==> src/verilog/clutch_regs.vh <==
// Register map, field positions, mode codes and timing counts of the clutch block
`ifndef CLUTCH_REGS_VH
`define CLUTCH_REGS_VH

// ----------------------------------------------------------------
// Register offsets
// ----------------------------------------------------------------
`define CLT_CTRL_OFS     8'h00
`define CLT_MODE_OFS     8'h04
`define CLT_ON_ADDR_OFS  8'h08
`define CLT_OFF_ADDR_OFS 8'h0c
`define CLT_STATUS_OFS   8'h10
`define CLT_TRAVEL_OFS   8'h14

// ----------------------------------------------------------------
// Field positions
// ----------------------------------------------------------------
`define CLT_CTRL_CMD_BIT     0
`define CLT_CTRL_ERR_OFF_BIT 1
`define CLT_ST_CLUTCH_BIT    0
`define CLT_ST_MODE_ERR_BIT  1
`define CLT_ST_HOLD_BIT      4

// ----------------------------------------------------------------
// Mode codes and reset values
// ----------------------------------------------------------------
`define CLT_MODE_MAX   32'h0000_0004
`define CLT_MODE_ADDR2 3'h2
`define CLT_MODE_OS_ON 3'h3
`define CLT_MODE_OS_NO 3'h4
`define CLT_MODE_RST   3'h0
`define CLT_ADDR_RST   32'h0000_0000

// ----------------------------------------------------------------
// Timing
// ----------------------------------------------------------------
`define CLT_CLK_NS      10
`define CLT_OP_CYCLE_NS 1000
`define CLT_OP_DIV      (`CLT_OP_CYCLE_NS / `CLT_CLK_NS)

`endif

==> src/verilog/virtual_clutch.v <==
// Virtual-axis clutch: address mode 2 and one-shot mode, evaluated once per operation cycle
`timescale 1ns/1ns
`include "clutch_regs.vh"

module virtual_clutch #(
  parameter [31:0] OP_DIV = `CLT_OP_DIV
) (
  input  wire        i_clk,
  input  wire        i_sys_rst,
  input  wire [7:0]  i_addr,
  input  wire [31:0] i_wr_data,
  input  wire        i_wr_en,
  input  wire        i_rd_en,
  output wire [31:0] o_rd_data,
  input  wire [31:0] i_axis_pos,
  input  wire [31:0] i_pos_delta,
  input  wire        i_major_err,
  output wire        o_clutch_on,
  output wire        o_mode_err,
  output wire        o_op_tick
);

  // ----------------------------------------------------------------
  // One-shot phases
  // ----------------------------------------------------------------
  localparam [1:0] PH_IDLE   = 2'h0;
  localparam [1:0] PH_BEFORE = 2'h1;
  localparam [1:0] PH_AFTER  = 2'h2;

  // ----------------------------------------------------------------
  // Helpers
  // ----------------------------------------------------------------
  // True when the axis moved onto or across the target since last cycle
  function reached;
    input signed [31:0] prev;
    input signed [31:0] cur;
    input signed [31:0] tgt;
    begin
      reached = ((prev < tgt) && (cur >= tgt)) || ((prev > tgt) && (cur <= tgt));
    end
  endfunction

  // Travel is complete once it has gone as far as the target, in its direction
  function travel_done;
    input signed [31:0] acc;
    input signed [31:0] tgt;
    begin
      if (tgt[31])
        travel_done = (acc <= tgt);
      else
        travel_done = (acc >= tgt);
    end
  endfunction

  // ----------------------------------------------------------------
  // Storage
  // ----------------------------------------------------------------
  reg [31:0] div_cnt_ff;
  reg        op_tick_ff;
  reg        cmd_ff;
  reg        err_off_ff;
  reg [2:0]  mode_ff;
  reg        mode_err_ff;
  reg [31:0] on_addr_ff;
  reg [31:0] off_addr_ff;
  reg [31:0] rd_data_ff;
  reg        cmd_prev_ff;
  reg [31:0] pos_prev_ff;
  reg        int_on_ff;
  reg        clutch_ff;
  reg        hold_ff;
  reg [1:0]  phase_ff;
  reg [31:0] acc_ff;
  reg [31:0] tgt_before_ff;
  reg [31:0] tgt_after_ff;

  reg        nxt_int_on;
  reg        nxt_hold;
  reg [1:0]  nxt_phase;
  reg [31:0] nxt_acc;
  reg [31:0] nxt_tgt_before;
  reg [31:0] nxt_tgt_after;
  reg        nxt_mode_err;
  reg [31:0] nxt_rd_data;

  wire [31:0] acc_sum = acc_ff + i_pos_delta;
  wire        wr_mode = i_wr_en && (i_addr == `CLT_MODE_OFS);
  wire        mode_bad = (i_wr_data > `CLT_MODE_MAX);
  wire        cmd_rise = cmd_ff && !cmd_prev_ff;

  // ----------------------------------------------------------------
  // Operation cycle divider
  // ----------------------------------------------------------------
  always @(posedge i_clk)
  begin
    if (i_sys_rst)
    begin
      div_cnt_ff <= 32'h0000_0000;
      op_tick_ff <= 1'b0;
    end
    else if (div_cnt_ff >= OP_DIV - 32'h0000_0001)
    begin
      div_cnt_ff <= 32'h0000_0000;
      op_tick_ff <= 1'b1;
    end
    else
    begin
      div_cnt_ff <= div_cnt_ff + 32'h0000_0001;
      op_tick_ff <= 1'b0;
    end
  end

  // ----------------------------------------------------------------
  // Register writes
  // ----------------------------------------------------------------
  always @*
  begin
    nxt_mode_err = mode_err_ff;
    if (i_wr_en && (i_addr == `CLT_STATUS_OFS) && i_wr_data[`CLT_ST_MODE_ERR_BIT])
      nxt_mode_err = 1'b0;
    // A new bad write wins over a clear in the same cycle
    if (wr_mode && mode_bad)
      nxt_mode_err = 1'b1;
  end

  always @(posedge i_clk)
  begin
    if (i_sys_rst)
    begin
      cmd_ff      <= 1'b0;
      err_off_ff  <= 1'b0;
      mode_ff     <= `CLT_MODE_RST;
      mode_err_ff <= 1'b0;
      on_addr_ff  <= `CLT_ADDR_RST;
      off_addr_ff <= `CLT_ADDR_RST;
    end
    else
    begin
      mode_err_ff <= nxt_mode_err;
      if (i_wr_en && (i_addr == `CLT_CTRL_OFS))
      begin
        cmd_ff     <= i_wr_data[`CLT_CTRL_CMD_BIT];
        err_off_ff <= i_wr_data[`CLT_CTRL_ERR_OFF_BIT];
      end
      if (wr_mode && !mode_bad)
        mode_ff <= i_wr_data[2:0];
      if (i_wr_en && (i_addr == `CLT_ON_ADDR_OFS))
        on_addr_ff <= i_wr_data;
      if (i_wr_en && (i_addr == `CLT_OFF_ADDR_OFS))
        off_addr_ff <= i_wr_data;
    end
  end

  // ----------------------------------------------------------------
  // Register reads
  // ----------------------------------------------------------------
  always @*
  begin
    nxt_rd_data = 32'h0000_0000;
    case (i_addr)
      `CLT_CTRL_OFS:
      begin
        nxt_rd_data[`CLT_CTRL_CMD_BIT]     = cmd_ff;
        nxt_rd_data[`CLT_CTRL_ERR_OFF_BIT] = err_off_ff;
      end
      `CLT_MODE_OFS:     nxt_rd_data[2:0] = mode_ff;
      `CLT_ON_ADDR_OFS:  nxt_rd_data = on_addr_ff;
      `CLT_OFF_ADDR_OFS: nxt_rd_data = off_addr_ff;
      `CLT_STATUS_OFS:
      begin
        nxt_rd_data[`CLT_ST_CLUTCH_BIT]   = clutch_ff;
        nxt_rd_data[`CLT_ST_MODE_ERR_BIT] = mode_err_ff;
        nxt_rd_data[3:2]                  = phase_ff;
        nxt_rd_data[`CLT_ST_HOLD_BIT]     = hold_ff;
      end
      `CLT_TRAVEL_OFS:   nxt_rd_data = acc_ff;
      default:           nxt_rd_data = 32'h0000_0000;
    endcase
  end

  always @(posedge i_clk)
  begin
    if (i_sys_rst)
      rd_data_ff <= 32'h0000_0000;
    else if (i_rd_en)
      rd_data_ff <= nxt_rd_data;
    else
      rd_data_ff <= 32'h0000_0000;
  end

  // ----------------------------------------------------------------
  // Clutch evaluation, one pass per operation cycle
  // ----------------------------------------------------------------
  always @*
  begin
    nxt_int_on     = int_on_ff;
    nxt_hold       = hold_ff;
    nxt_phase      = phase_ff;
    nxt_acc        = acc_ff;
    nxt_tgt_before = tgt_before_ff;
    nxt_tgt_after  = tgt_after_ff;
    if (op_tick_ff)
    begin
      case (mode_ff)
        `CLT_MODE_ADDR2:
        begin
          nxt_phase = PH_IDLE;
          if (!cmd_ff || hold_ff)
            nxt_int_on = 1'b0;
          else if (!int_on_ff)
          begin
            // Both addresses can fall inside one cycle of travel; the one met
            // second decides, so a round trip leaves the visible flag as it was
            if (reached(pos_prev_ff, i_axis_pos, on_addr_ff))
              nxt_int_on = !reached(on_addr_ff, i_axis_pos, off_addr_ff);
          end
          else if (reached(pos_prev_ff, i_axis_pos, off_addr_ff))
            nxt_int_on = reached(off_addr_ff, i_axis_pos, on_addr_ff);
        end
        `CLT_MODE_OS_ON, `CLT_MODE_OS_NO:
        begin
          case (phase_ff)
            PH_IDLE:
            begin
              nxt_int_on = 1'b0;
              nxt_acc    = 32'h0000_0000;
              if ((mode_ff == `CLT_MODE_OS_ON) && cmd_rise && !hold_ff)
              begin
                // Settings are captured here; later edits wait for the next edge
                nxt_tgt_before = off_addr_ff;
                nxt_tgt_after  = on_addr_ff;
                if (off_addr_ff == 32'h0000_0000)
                begin
                  nxt_int_on = 1'b1;
                  nxt_phase  = PH_AFTER;
                end
                else
                  nxt_phase = PH_BEFORE;
              end
            end
            PH_BEFORE:
            begin
              nxt_acc = acc_sum;
              if (travel_done(acc_sum, tgt_before_ff))
              begin
                nxt_int_on = 1'b1;
                nxt_acc    = 32'h0000_0000;
                nxt_phase  = PH_AFTER;
              end
            end
            PH_AFTER:
            begin
              nxt_acc = acc_sum;
              if (travel_done(acc_sum, tgt_after_ff))
              begin
                nxt_int_on = 1'b0;
                nxt_phase  = PH_IDLE;
              end
            end
            default:
            begin
              nxt_int_on = 1'b0;
              nxt_phase  = PH_IDLE;
            end
          endcase
        end
        default:
        begin
          // Modes without logic here keep the clutch released
          nxt_int_on = 1'b0;
          nxt_phase  = PH_IDLE;
        end
      endcase
      if (hold_ff && !cmd_ff)
        nxt_hold = 1'b0;
      if (err_off_ff && i_major_err)
      begin
        nxt_hold   = 1'b1;
        nxt_int_on = 1'b0;
        nxt_phase  = PH_IDLE;
      end
    end
  end

  always @(posedge i_clk)
  begin
    if (i_sys_rst)
    begin
      int_on_ff     <= 1'b0;
      clutch_ff     <= 1'b0;
      hold_ff       <= 1'b0;
      phase_ff      <= PH_IDLE;
      acc_ff        <= 32'h0000_0000;
      tgt_before_ff <= 32'h0000_0000;
      tgt_after_ff  <= 32'h0000_0000;
      cmd_prev_ff   <= 1'b0;
      pos_prev_ff   <= 32'h0000_0000;
    end
    else
    begin
      int_on_ff     <= nxt_int_on;
      hold_ff       <= nxt_hold;
      phase_ff      <= nxt_phase;
      acc_ff        <= nxt_acc;
      tgt_before_ff <= nxt_tgt_before;
      tgt_after_ff  <= nxt_tgt_after;
      if (op_tick_ff)
      begin
        clutch_ff   <= nxt_int_on;
        cmd_prev_ff <= cmd_ff;
        pos_prev_ff <= i_axis_pos;
      end
    end
  end

  // ----------------------------------------------------------------
  // Outputs
  // ----------------------------------------------------------------
  assign o_rd_data   = rd_data_ff;
  assign o_clutch_on = clutch_ff;
  assign o_mode_err  = mode_err_ff;
  assign o_op_tick   = op_tick_ff;

endmodule // virtual_clutch

==> config.mk <==
export PLATFORM = sky130hd
export DESIGN_NAME = virtual_clutch
export DESIGN_NICKNAME = d
export VERILOG_FILES = /design/src/verilog/virtual_clutch.v
export VERILOG_INCLUDE_DIRS = /design/src /design/src/verilog
export SDC_FILE = /design/constraint.sdc
export NUM_CORES = 1
export LEC_CHECK = 0
export BUFFER_PORTS_ARGS = -buffer_cell sky130_fd_sc_hd__clkbuf_2
export CAP_MARGIN = 20
export CELL_PAD_IN_SITES_DETAIL_PLACEMENT = 1
export CELL_PAD_IN_SITES_GLOBAL_PLACEMENT = 2
export CORE_UTILIZATION = 28
export CTS_CLUSTER_DIAMETER = 150
export DETAILED_ROUTE_END_ITERATION = 10
export PLACE_DENSITY_LB_ADDON = 0.1
export SLEW_MARGIN = 10
export SYNTH_ARGS = -nofsm -noshare
export SYNTH_HDL_FRONTEND = slang
export SYNTH_SLANG_ARGS = --single-unit
==> constraint.sdc <==
create_clock -name i_clk -period 13.5 [get_ports i_clk]
set_input_delay 2.7 -clock i_clk [delete_from_list [all_inputs] [get_ports i_clk]]
set_output_delay 2.7 -clock i_clk [all_outputs]
set_load 0.005 [all_outputs]
# ---- Word-level counts from Yosys, hierarchy flattened
# Cells that the tools add are included.
# W data, S select, Z words.
dict set report totals {
  reg_bits 269
  output_inout_bits 35
  word_cells 134
}
dict set report classes {
  addsub 2
  order_cmp 18
  eq_ne 13
  mux 38
  bitwise 1
  reduce_logical 44
}
# cell count
set ops {}
lappend ops {{$ge A32 B32 Y1} 4}
lappend ops {{$gt A32 B32 Y1} 4}
lappend ops {{$le A32 B32 Y1} 4}
lappend ops {{$lt A32 B32 Y1} 4}
lappend ops {{$pmux W32 S3} 1}
lappend ops {{$pmux W27 S3} 1}
lappend ops {{$add A32 B1 Y32 const B} 1}
lappend ops {{$add A32 B32 Y32} 1}
lappend ops {{$ge A32 B7 Y1 const B} 1}
lappend ops {{$gt A32 B3 Y1 const B} 1}
lappend ops {{$logic_not A32 Y1} 1}
lappend ops {{$mux W32} 1}
lappend ops {{$mux W1} 23}
lappend ops {{$logic_and A1 B1 Y1} 21}
lappend ops {{$eq A8 B4 Y1 const B} 2}
lappend ops {{$eq A8 B5 Y1 const B} 2}
lappend ops {{$mux W2} 6}
lappend ops {{$ne A4 B4 Y1 const B} 3}
lappend ops {{$pmux W2 S6} 1}
lappend ops {{$eq A8 B3 Y1 const B} 1}
lappend ops {{$logic_not A8 Y1} 1}
lappend ops {{$pmux W2 S4} 1}
lappend ops {{$reduce_and A4 Y1} 2}
lappend ops {{$eq A3 B2 Y1 const B} 2}
lappend ops {{16 further kinds} 27}

# ---- Depth between registers and ports, before layout
# Gate-level depths: netlist of the first run.
dict set report depth {
  word_depth 11
  ltp_mapped 23
}

# ---- Worst setup path after synthesis of the first run
# OpenSTA, ideal clock, no wires.
dict set report synth_path {
  kind {input -> register}
  startpoint {input i_pos_delta[4]}
  endpoint {register phase_ff[1]}
  setup_ps 117
  arrival_ps 6798
  path_slack_ps 6585
  cell_stages 19
  path_cell_list {ha_1 o21a_1 o21a_1 o221ai_2 nand4_1 a31oi_1 o21ai_1 a221o_1 a221o_1 xor2_1 ha_1 nand4_1 or2_2 nor3_1 a21oi_1 xnor2_1 a221oi_1 o22ai_1 a22o_1}
}
dict set report synth_between {
  elab_chain_len 8
}
# element line_no
set synth_rtl {}
lappend synth_rtl {{start: declaration} virtual_clutch.v:16} ;# input wire [31:0] i_pos_delta,
lappend synth_rtl {{$add A32 B32 Y32 *} virtual_clutch.v:86} ;# wire [31:0] acc_sum = acc_ff + i_pos_delta;
lappend synth_rtl {{$ge A32 B32 Y1 or $le A32 B32 Y1 (tied branches)} {virtual_clutch.v:51, virtual_clutch.v:49}}
lappend synth_rtl {{$mux W1} virtual_clutch.v:48} ;# if (tgt[31])
lappend synth_rtl {{$mux W1} virtual_clutch.v:222} ;# case (phase_ff)
lappend synth_rtl {{$mux W1} virtual_clutch.v:204} ;# case (mode_ff)
lappend synth_rtl {{$mux W1} virtual_clutch.v:202} ;# if (op_tick_ff)
lappend synth_rtl {{$ne A4 B4 Y1 (no source line)} -}
lappend synth_rtl {{$reduce_and A4 Y1 (no source line) *} -}
lappend synth_rtl {{end signal: assignment} virtual_clutch.v:303} ;# phase_ff <= nxt_phase;
lappend synth_rtl {{end: declaration} virtual_clutch.v:72} ;# reg [1:0] phase_ff;
# Every way passes the cells marked *; elsewhere a longest branch is shown, timed or not. The select of a mux whose other input is x is not followed.
# A chain may end at the register's enable or synchronous reset.

# ---- Final worst setup path of the first run
dict set report layout_path {
  startpoint {input i_pos_delta[0]}
  endpoint {register acc_ff[28]}
}
dict set report layout_between {
  elab_chain_len 8
}
# element line_no
set layout_rtl {}
lappend layout_rtl {{$add A32 B32 Y32 *} virtual_clutch.v:86}
lappend layout_rtl {{$ge A32 B32 Y1 or $le A32 B32 Y1 (tied branches)} {virtual_clutch.v:51, virtual_clutch.v:49}}
lappend layout_rtl {{$mux W1} virtual_clutch.v:48}
lappend layout_rtl {{$mux W1} virtual_clutch.v:222}
lappend layout_rtl {{$mux W1} virtual_clutch.v:204}
lappend layout_rtl {{$mux W1} virtual_clutch.v:202}
lappend layout_rtl {{$mux W32} virtual_clutch.v:244} ;# if (travel_done(acc_sum, tgt_before_ff))
lappend layout_rtl {{$pmux W32 S3 *} virtual_clutch.v:222}
lappend layout_rtl {{end signal: assignment} virtual_clutch.v:304} ;# acc_ff <= nxt_acc;
lappend layout_rtl {{end: declaration} virtual_clutch.v:73} ;# reg [31:0] acc_ff;
# Marks and branches as above.

==> results of run 1 <==
cell usage after synthesis, types with 11 or more instances:
| cell | number | area (sq um) |
|---|---|---|
| nor3_1 | 19 | 95.09 |
| clkbuf_1 | 73 | 274.0 |
| and3_1 | 11 | 68.82 |
| a211oi_1 | 13 | 97.59 |
| a21o_1 | 39 | 292.8 |
| a222oi_1 | 30 | 300.3 |
| nand4_1 | 51 | 319.1 |
| xor2_1 | 18 | 157.7 |
| dfxtp_1 | 269 | 5385 |
| a21oi_1 | 246 | 1231 |
| mux2i_1 | 40 | 400.4 |
| nor2_1 | 147 | 551.8 |
| nand3_1 | 38 | 190.2 |
| nor2b_1 | 11 | 68.82 |
| o21ai_0 | 47 | 235.2 |
| inv_1 | 143 | 536.8 |
| xnor2_1 | 21 | 183.9 |
| nand2_1 | 341 | 1280 |
| o211ai_1 | 16 | 120.1 |
| ha_1 | 260 | 3253 |
| nor4_1 | 31 | 193.9 |
| a22oi_1 | 30 | 225.2 |
path summary, 6_finish.rpt:
check | to | depth (start not counted)
setup / recovery | acc_ff[28] | 25
hold / removal | div_cnt_ff[0] | 1
setup reg to reg | acc_ff[28] | 24
hold reg to reg | div_cnt_ff[0] | 1
state kept, by name (all words and copies together) (netlist names), 2 cells and up:
register,flops
acc_ff,32
pos_prev_ff,32
off_addr_ff,32
phase_ff,2
tgt_before_ff,32
mode_ff,3
o_rd_data,32
div_cnt_ff,32
tgt_after_ff,32
on_addr_ff,32
cell families (layout without fill, tap and decap cells):
kind of cell | after synthesis | count (layout) | share of synthesized area
compound gates | 490 | 490 | 0.1885
xor+xnor | 39 | 39 | 0.02081
fa+ha+maj | 261 | 261 | 0.1994
buf+inv | 222 | 363 | 0.05085
flops | 269 | 269 | 0.3281
mux | 42 | 42 | 0.02600
other cells | 1 | 26 | 0.0002285
simple gates | 690 | 690 | 0.1861
layer usage:
metal  wire (microns)  share of wire
met2            29950           0.49
met3             1880          0.030
met4             1310          0.021
met1            28520           0.46
met5                0              0
power groups by stage:
stage	Clock (W)	Combinational, W	Sequential [W]
3_3_place_gp	0	0.000186	0.000829
2_1_floorplan	0	0.000118	0.000826
6_report	0.000960	0.000191	0.000812
5_1_grt	0.00102	0.000218	0.000812
4_1_cts	0.000997	0.000194	0.000812
3_5_place_dp	0	0.000192	0.000829
stage by stage:
stage / total power [W] / area, sq um / util
after global placement: 0.001015 / 18010 / 0.3116
after global routing: 0.002052 / 19180 / 0.3318
after detailed placement: 0.001021 / 18010 / 0.3116
after CTS: 0.002002 / 19180 / 0.3318
after floorplan: 0.0009441 / 16500 / -
final: 0.001964 / 19180 / 0.3318
cell type report:
type,instances,area (sq um),area share
diodes,1,2.502,0.0001305
clock buffers,47,993.5,0.05179
clock inverters,16,171.4,0.008937
inverters,144,540.5,0.02818
multi-input cells,1547,10310,0.5375
flip-flops and latches,269,5386,0.2808
well taps,765,957.2,0.04990
repair buffers,156,819.5,0.04273
worst max-delay path, cell delays in order:
cell and delay [ns]:
clkbuf_2 0.09, ha_1 0.23, fa_1 0.42, a21oi_1 0.23
o21ai_0 0.15, nand4_1 0.11, o211ai_1 0.11, buf_4 0.19
a2111oi_2 0.39, nor3b_1 0.17, o21a_1 0.19, nor2_1 0.11
xnor2_1 0.14, ha_1 0.34, nand2_1 0.08, nor4_1 0.53
a221oi_1 0.19, a211oi_1 0.28, nor2_1 0.06, o21ai_0 0.13
nor3_1 0.12, o211a_1 0.21, buf_4 0.25, and2_1 0.24
a32o_1 0.21
==> results.ini, run 1 <==
[status]
outcome=finished clean

[sta]
setup_viol=0
max_slew.worst_pin.slew_ns=1.132
maxSlewViolCount=0
hold_ws_ns=0.4443
fin_skew_ns=0.02729
grt_setup_unrepaired=no
setup_tns_ns=0
min_period_ns=7.460
max_freq_ghz=0.1341
relSlewSlack=0.2383
finalWorstSetupSlack_ns=6.040
finalHoldViolCount=0
timing.final.crit_share=0.5526

[power_and_ir_drop]
seq_power_share=0.413
peakVddDrop_v=0.00008037
clkPwrFrac=0.489
cellLeakagePower_nw=7.702
p_sw_frac=0.2584
internal_power_w=0.001456
combPwrFrac=0.097
p_per_area_nw_per_um2=102.4
p_switching_w=0.0005073

[die]
initial_core_util=0.2839
die_width_microns=244.1
io_pins=144
die-area_sq_um=59590
design.core.area_sq_um=57810
die_h_microns=244.1
core.rowCount=88

[global_route]
grtUsageMet3=0.02074
grt.total_usage=0.2072
use_met2=0.3605
busiest_layer=met2
grt_use_met1=0.2710
antenna_found_initial=1
grt_max_degree=89
overflow=0
grt_pass1_vias=15570
grt_pass1_wl_mm=94.87

[clocking]
hold_buffers=0
cts_resized=0
cts-buffers-inserted=36
post_cts_buffers=0
cts.sinks=269
clk_pin_slew_worst_paths_ns=0.06
root_buffer=clkbuf_16
cts_tree=built
cts_buffer_depth=3
htreeDepth=2
insertion_delay_ns=0.56

[yosys]
synth_area_sq_um=16410
ys_async_sr_fraction=0
syn-instance-count=2014
synth_cell_type_count=65
syn_area_per_cell_sq_um=8.149
synthFlopType=dfxtp_1
synth_warnings=0
synth_edf_count=0
ys_seq_area_frac=0.3281
ys_seq_elements=269

[cells_and_area]
final_nets=2524
drive_gt1_frac=0.1046
final_cell_mix=341 x nand2_1, 268 x dfxtp_1, 260 x ha_1
final_common_cell=nand2_1
fillCellCount=6921
final_cells=2945
synthToLayoutAreaGrowth_pct=16.87

[detailed_routing]
drt-pass1-iter-count=6
drcViolationCount=0
vias=15090
drt-initial-drc-count=748
post_drt_wl_per_cell_microns=20.94
ant_nets=0
vias_per_cell=5.125
postRouteWirelength_mm=61.66

[place]
place.gp.congestion=0.8511
pre_cts_slack_ns=5.517
hpwlAfterDp_mm=48.68
placed_cells=2881
port_buffers=143

[setup_path]
crit_start=i_pos_delta[0]
crit_path_end_kind=register
worstPathRequired_ns=13.94
crit_fanout=31
start_kind=input port
setup.worst_path.class=in -> reg
reg2reg_from=acc_ff[0]
cp.arrival_ns=7.90
r2r_slack_ns=7.89

[job]
drv_cap=0

[worst_hold_path]
hold_path_class=reg -> reg
min_from=div_cnt_ff[0]

No activity file was read; power rests on OpenSTA's default activity.
==> run 2, diff against run 1 <==
==> constraint.sdc (replaced) <==
create_clock -name i_clk -period 6 [get_ports i_clk]
set_input_delay 1.2 -clock i_clk [delete_from_list [all_inputs] [get_ports i_clk]]
set_output_delay 1.2 -clock i_clk [all_outputs]
set_load 0.005 [all_outputs]
==> run 2 against run 1 <==
  * First-iteration DRC count shrank 4.4%
  * Non-clock buffer count grew 47
  * Design area grew 2.2%
  * Clock power is 130% higher
  * Hold slack gained 0.0052 ns
  * Core utilization up 0.73 points
  * Sequential share of layout area is 0.60 points lower
  * Register-to-register slack worse by 7.3 ns
  * Global-route usage up 0.25 points
  * Flip-flop and latch count is the same
==> results.ini, run 2 (synthesized netlist as in run 1, its figures left out) <==
[detailed_routing]
vias=15230  ; +0.89%
ant_nets=0  ; unchanged
drt-initial-drc-count=715  ; -4.4%
postRouteWirelength_mm=62.63  ; +1.6%
drt-pass1-iter-count=8  ; +2
drcViolationCount=0  ; unchanged
post_drt_wl_per_cell_microns=20.94  ; about the same
vias_per_cell=5.091  ; -0.66%

[setup_path]
cp_num_buf_inv=2  ; -1
path_cells=clkbuf_2 > ha_1 > o21a_1 > o21a_1 > o221ai_2 > nand4_1 > a31oi_1 > o21ai_1 > a221o_1 > mux2_2 > a211oi_2 > ha_1 > nand2_1 > nor4_2 > a221oi_1 > a211oi_1 > nor2_1 > o21ai_0 > nor3_1 > o211a_1 > buf_12 > nand3_1 > o211ai_1
cp_slowest_cell=a221oi_1
crit_fanout=30  ; -3.2%
crit_family=compound AO/OA/AOI/OAI gates
crit_path_end_kind=register
reg2reg_from=acc_ff[1]
path_depth=23  ; -8.0%
cp.arrival_ns=6.18  ; -1.72 ns
setup.worst_path.class=in -> reg
cpPeakStageDelay_ns=0.38  ; -0.15 ns
start_kind=input port
r2r_slack_ns=0.57  ; -7.32 ns
worst_r2r_endpoint=acc_ff[31]
worstPathRequired_ns=6.47  ; -7.47 ns
reg2reg_depth=22  ; -8.3%

[clocking]
cts_buffer_depth=3  ; unchanged
cts-buffers-inserted=35  ; -2.8%
htreeDepth=2  ; unchanged
clk_pin_slew_worst_paths_ns=0.06  ; about the same
insertion_delay_ns=0.56  ; about the same
hold_buffers=0  ; unchanged
cts.sinks=269  ; unchanged
cts_tree=built
root_buffer=clkbuf_16

[cells_and_area]
final_util=0.3391  ; +0.007295
antenna_cells=0  ; -1
regArea_sq_um=5386  ; unchanged
drive_gt1_frac=0.1231  ; +0.01846
synthToLayoutAreaGrowth_pct=19.44
final_common_cell=nand2_1
final_nets=2570  ; +1.8%
multi_input_area_sq_um=10310  ; about the same
fillCellCount=6899  ; -0.32%
final_cell_mix=341 x nand2_1, 268 x dfxtp_1, 260 x ha_1

[job]
drv_cap=0  ; unchanged

[sta]
max_slew.worst_pin.slew_ns=1.044  ; -0.08843 ns
relSlewSlack=0.2978  ; +0.05950
finalWorstSetupSlack_ns=0.2916  ; -5.749 ns
maxSlewViolCount=0  ; unchanged
setup_viol=0  ; unchanged
fin_skew_ns=0.02055  ; -0.006738 ns
finalHoldViolCount=0  ; unchanged
timing.final.crit_share=0.9514
grt_setup_unrepaired=no
max_freq_ghz=0.1752
min_period_ns=5.708

[power_and_ir_drop]
cellLeakagePower_nw=7.966  ; +3.4%
peakVddDrop_v=0.0001879  ; +130%
p_per_area_nw_per_um2=230.8  ; +130%

[global_route]
grt_pass1_vias=15870  ; +1.9%
grt.total_usage=0.2096  ; +0.002450
grt_max_degree=87  ; -2.2%
antenna_found_initial=1  ; unchanged
grt_pass1_wl_mm=95.50  ; +0.67%
overflow=0  ; unchanged

[place]
hpwlAfterDp_mm=49.32  ; +1.3%
port_buffers=143  ; unchanged
place.gp.congestion=0.8695  ; +2.2%
pre_cts_slack_ns=-0.2391  ; -5.756 ns

[die]
io_pins=144  ; unchanged
die_h_microns=244.1  ; unchanged
design.core.area_sq_um=57810  ; unchanged
die_width_microns=244.1  ; unchanged
die-area_sq_um=59590  ; unchanged
initial_core_util=0.2839  ; unchanged
core.rowCount=88  ; unchanged

[worst_hold_path]
min_to=div_cnt_ff[0]
min_from=div_cnt_ff[0]
min_path_cells=1  ; unchanged
hold_path_class=reg -> reg

[status]
outcome=finished clean

[run 2: cell count changes in the layout (fill, tap and decap cells not counted), moves of 2 or more]
cell	previous run	this run
clkbuf_8	3	9
clkbuf_1	7	9
buf_4	13	57
clkinv_2	8	2
[run 2: how the worst max path moves through the flow]
stage | from | end | slack [ns]
after CTS | i_pos_delta[0] | acc_ff[31] | 0.34
after detailed placement | i_pos_delta[8] | acc_ff[31] | -0.24
after global placement | i_pos_delta[4] | acc_ff[31] | 0.01
after global routing | i_pos_delta[0] | acc_ff[31] | 0.007
final | i_pos_delta[4] | acc_ff[31] | 0.29
after floorplan | i_pos_delta[4] | phase_ff[1] | 0.58
[run 2: stage by stage]
step / hold slack [ns] / instances / total power (W) / area [sq um] / TNS, ns
2_1_floorplan: 0.4132 / 2038 / 0.002124 / 16500 / 0
3_3_place_gp: 0.4310 / 2926 / 0.002297 / 18360 / 0
3_5_place_dp: 0.4383 / 2926 / 0.002310 / 18360 / -4.376
4_1_cts: 0.4531 / 2989 / 0.004609 / 19580 / 0
5_1_grt: 0.4676 / 2991 / 0.004729 / 19600 / 0
6_report: 0.4494 / 2991 / 0.004524 / 19600 / 0
[run 2: per-layer routing]
layer,track usage,routed length [microns]
met2,0.3625,30010
met1,0.2684,28800
met4,0.06452,1613
met3,0.02777,2190
met5,0,13
[run 2: area by class of cell]
cell class / count / area share
multi-input cells: 1547 / 0.5260
flip-flops and latches: 269 / 0.2748
repair buffers: 203 / 0.06051
clock buffers: 54 / 0.05400
well taps: 765 / 0.04883
inverters: 144 / 0.02757
clock inverters: 9 / 0.008298
[run 2: report_power, final]
group          total (W)  switching [W]  internal, W
combinational   0.000445       0.000266     0.000179
clock            0.00225       0.000863      0.00139
sequential       0.00183      0.0000179      0.00181
[run 2: repair_timing]
item | CTS | global route
hold endpoints to repair | 0 | 0
setup endpoints to repair | 0 | 4
buffers inserted | 0 | 0
gates resized for setup | 0 | 1
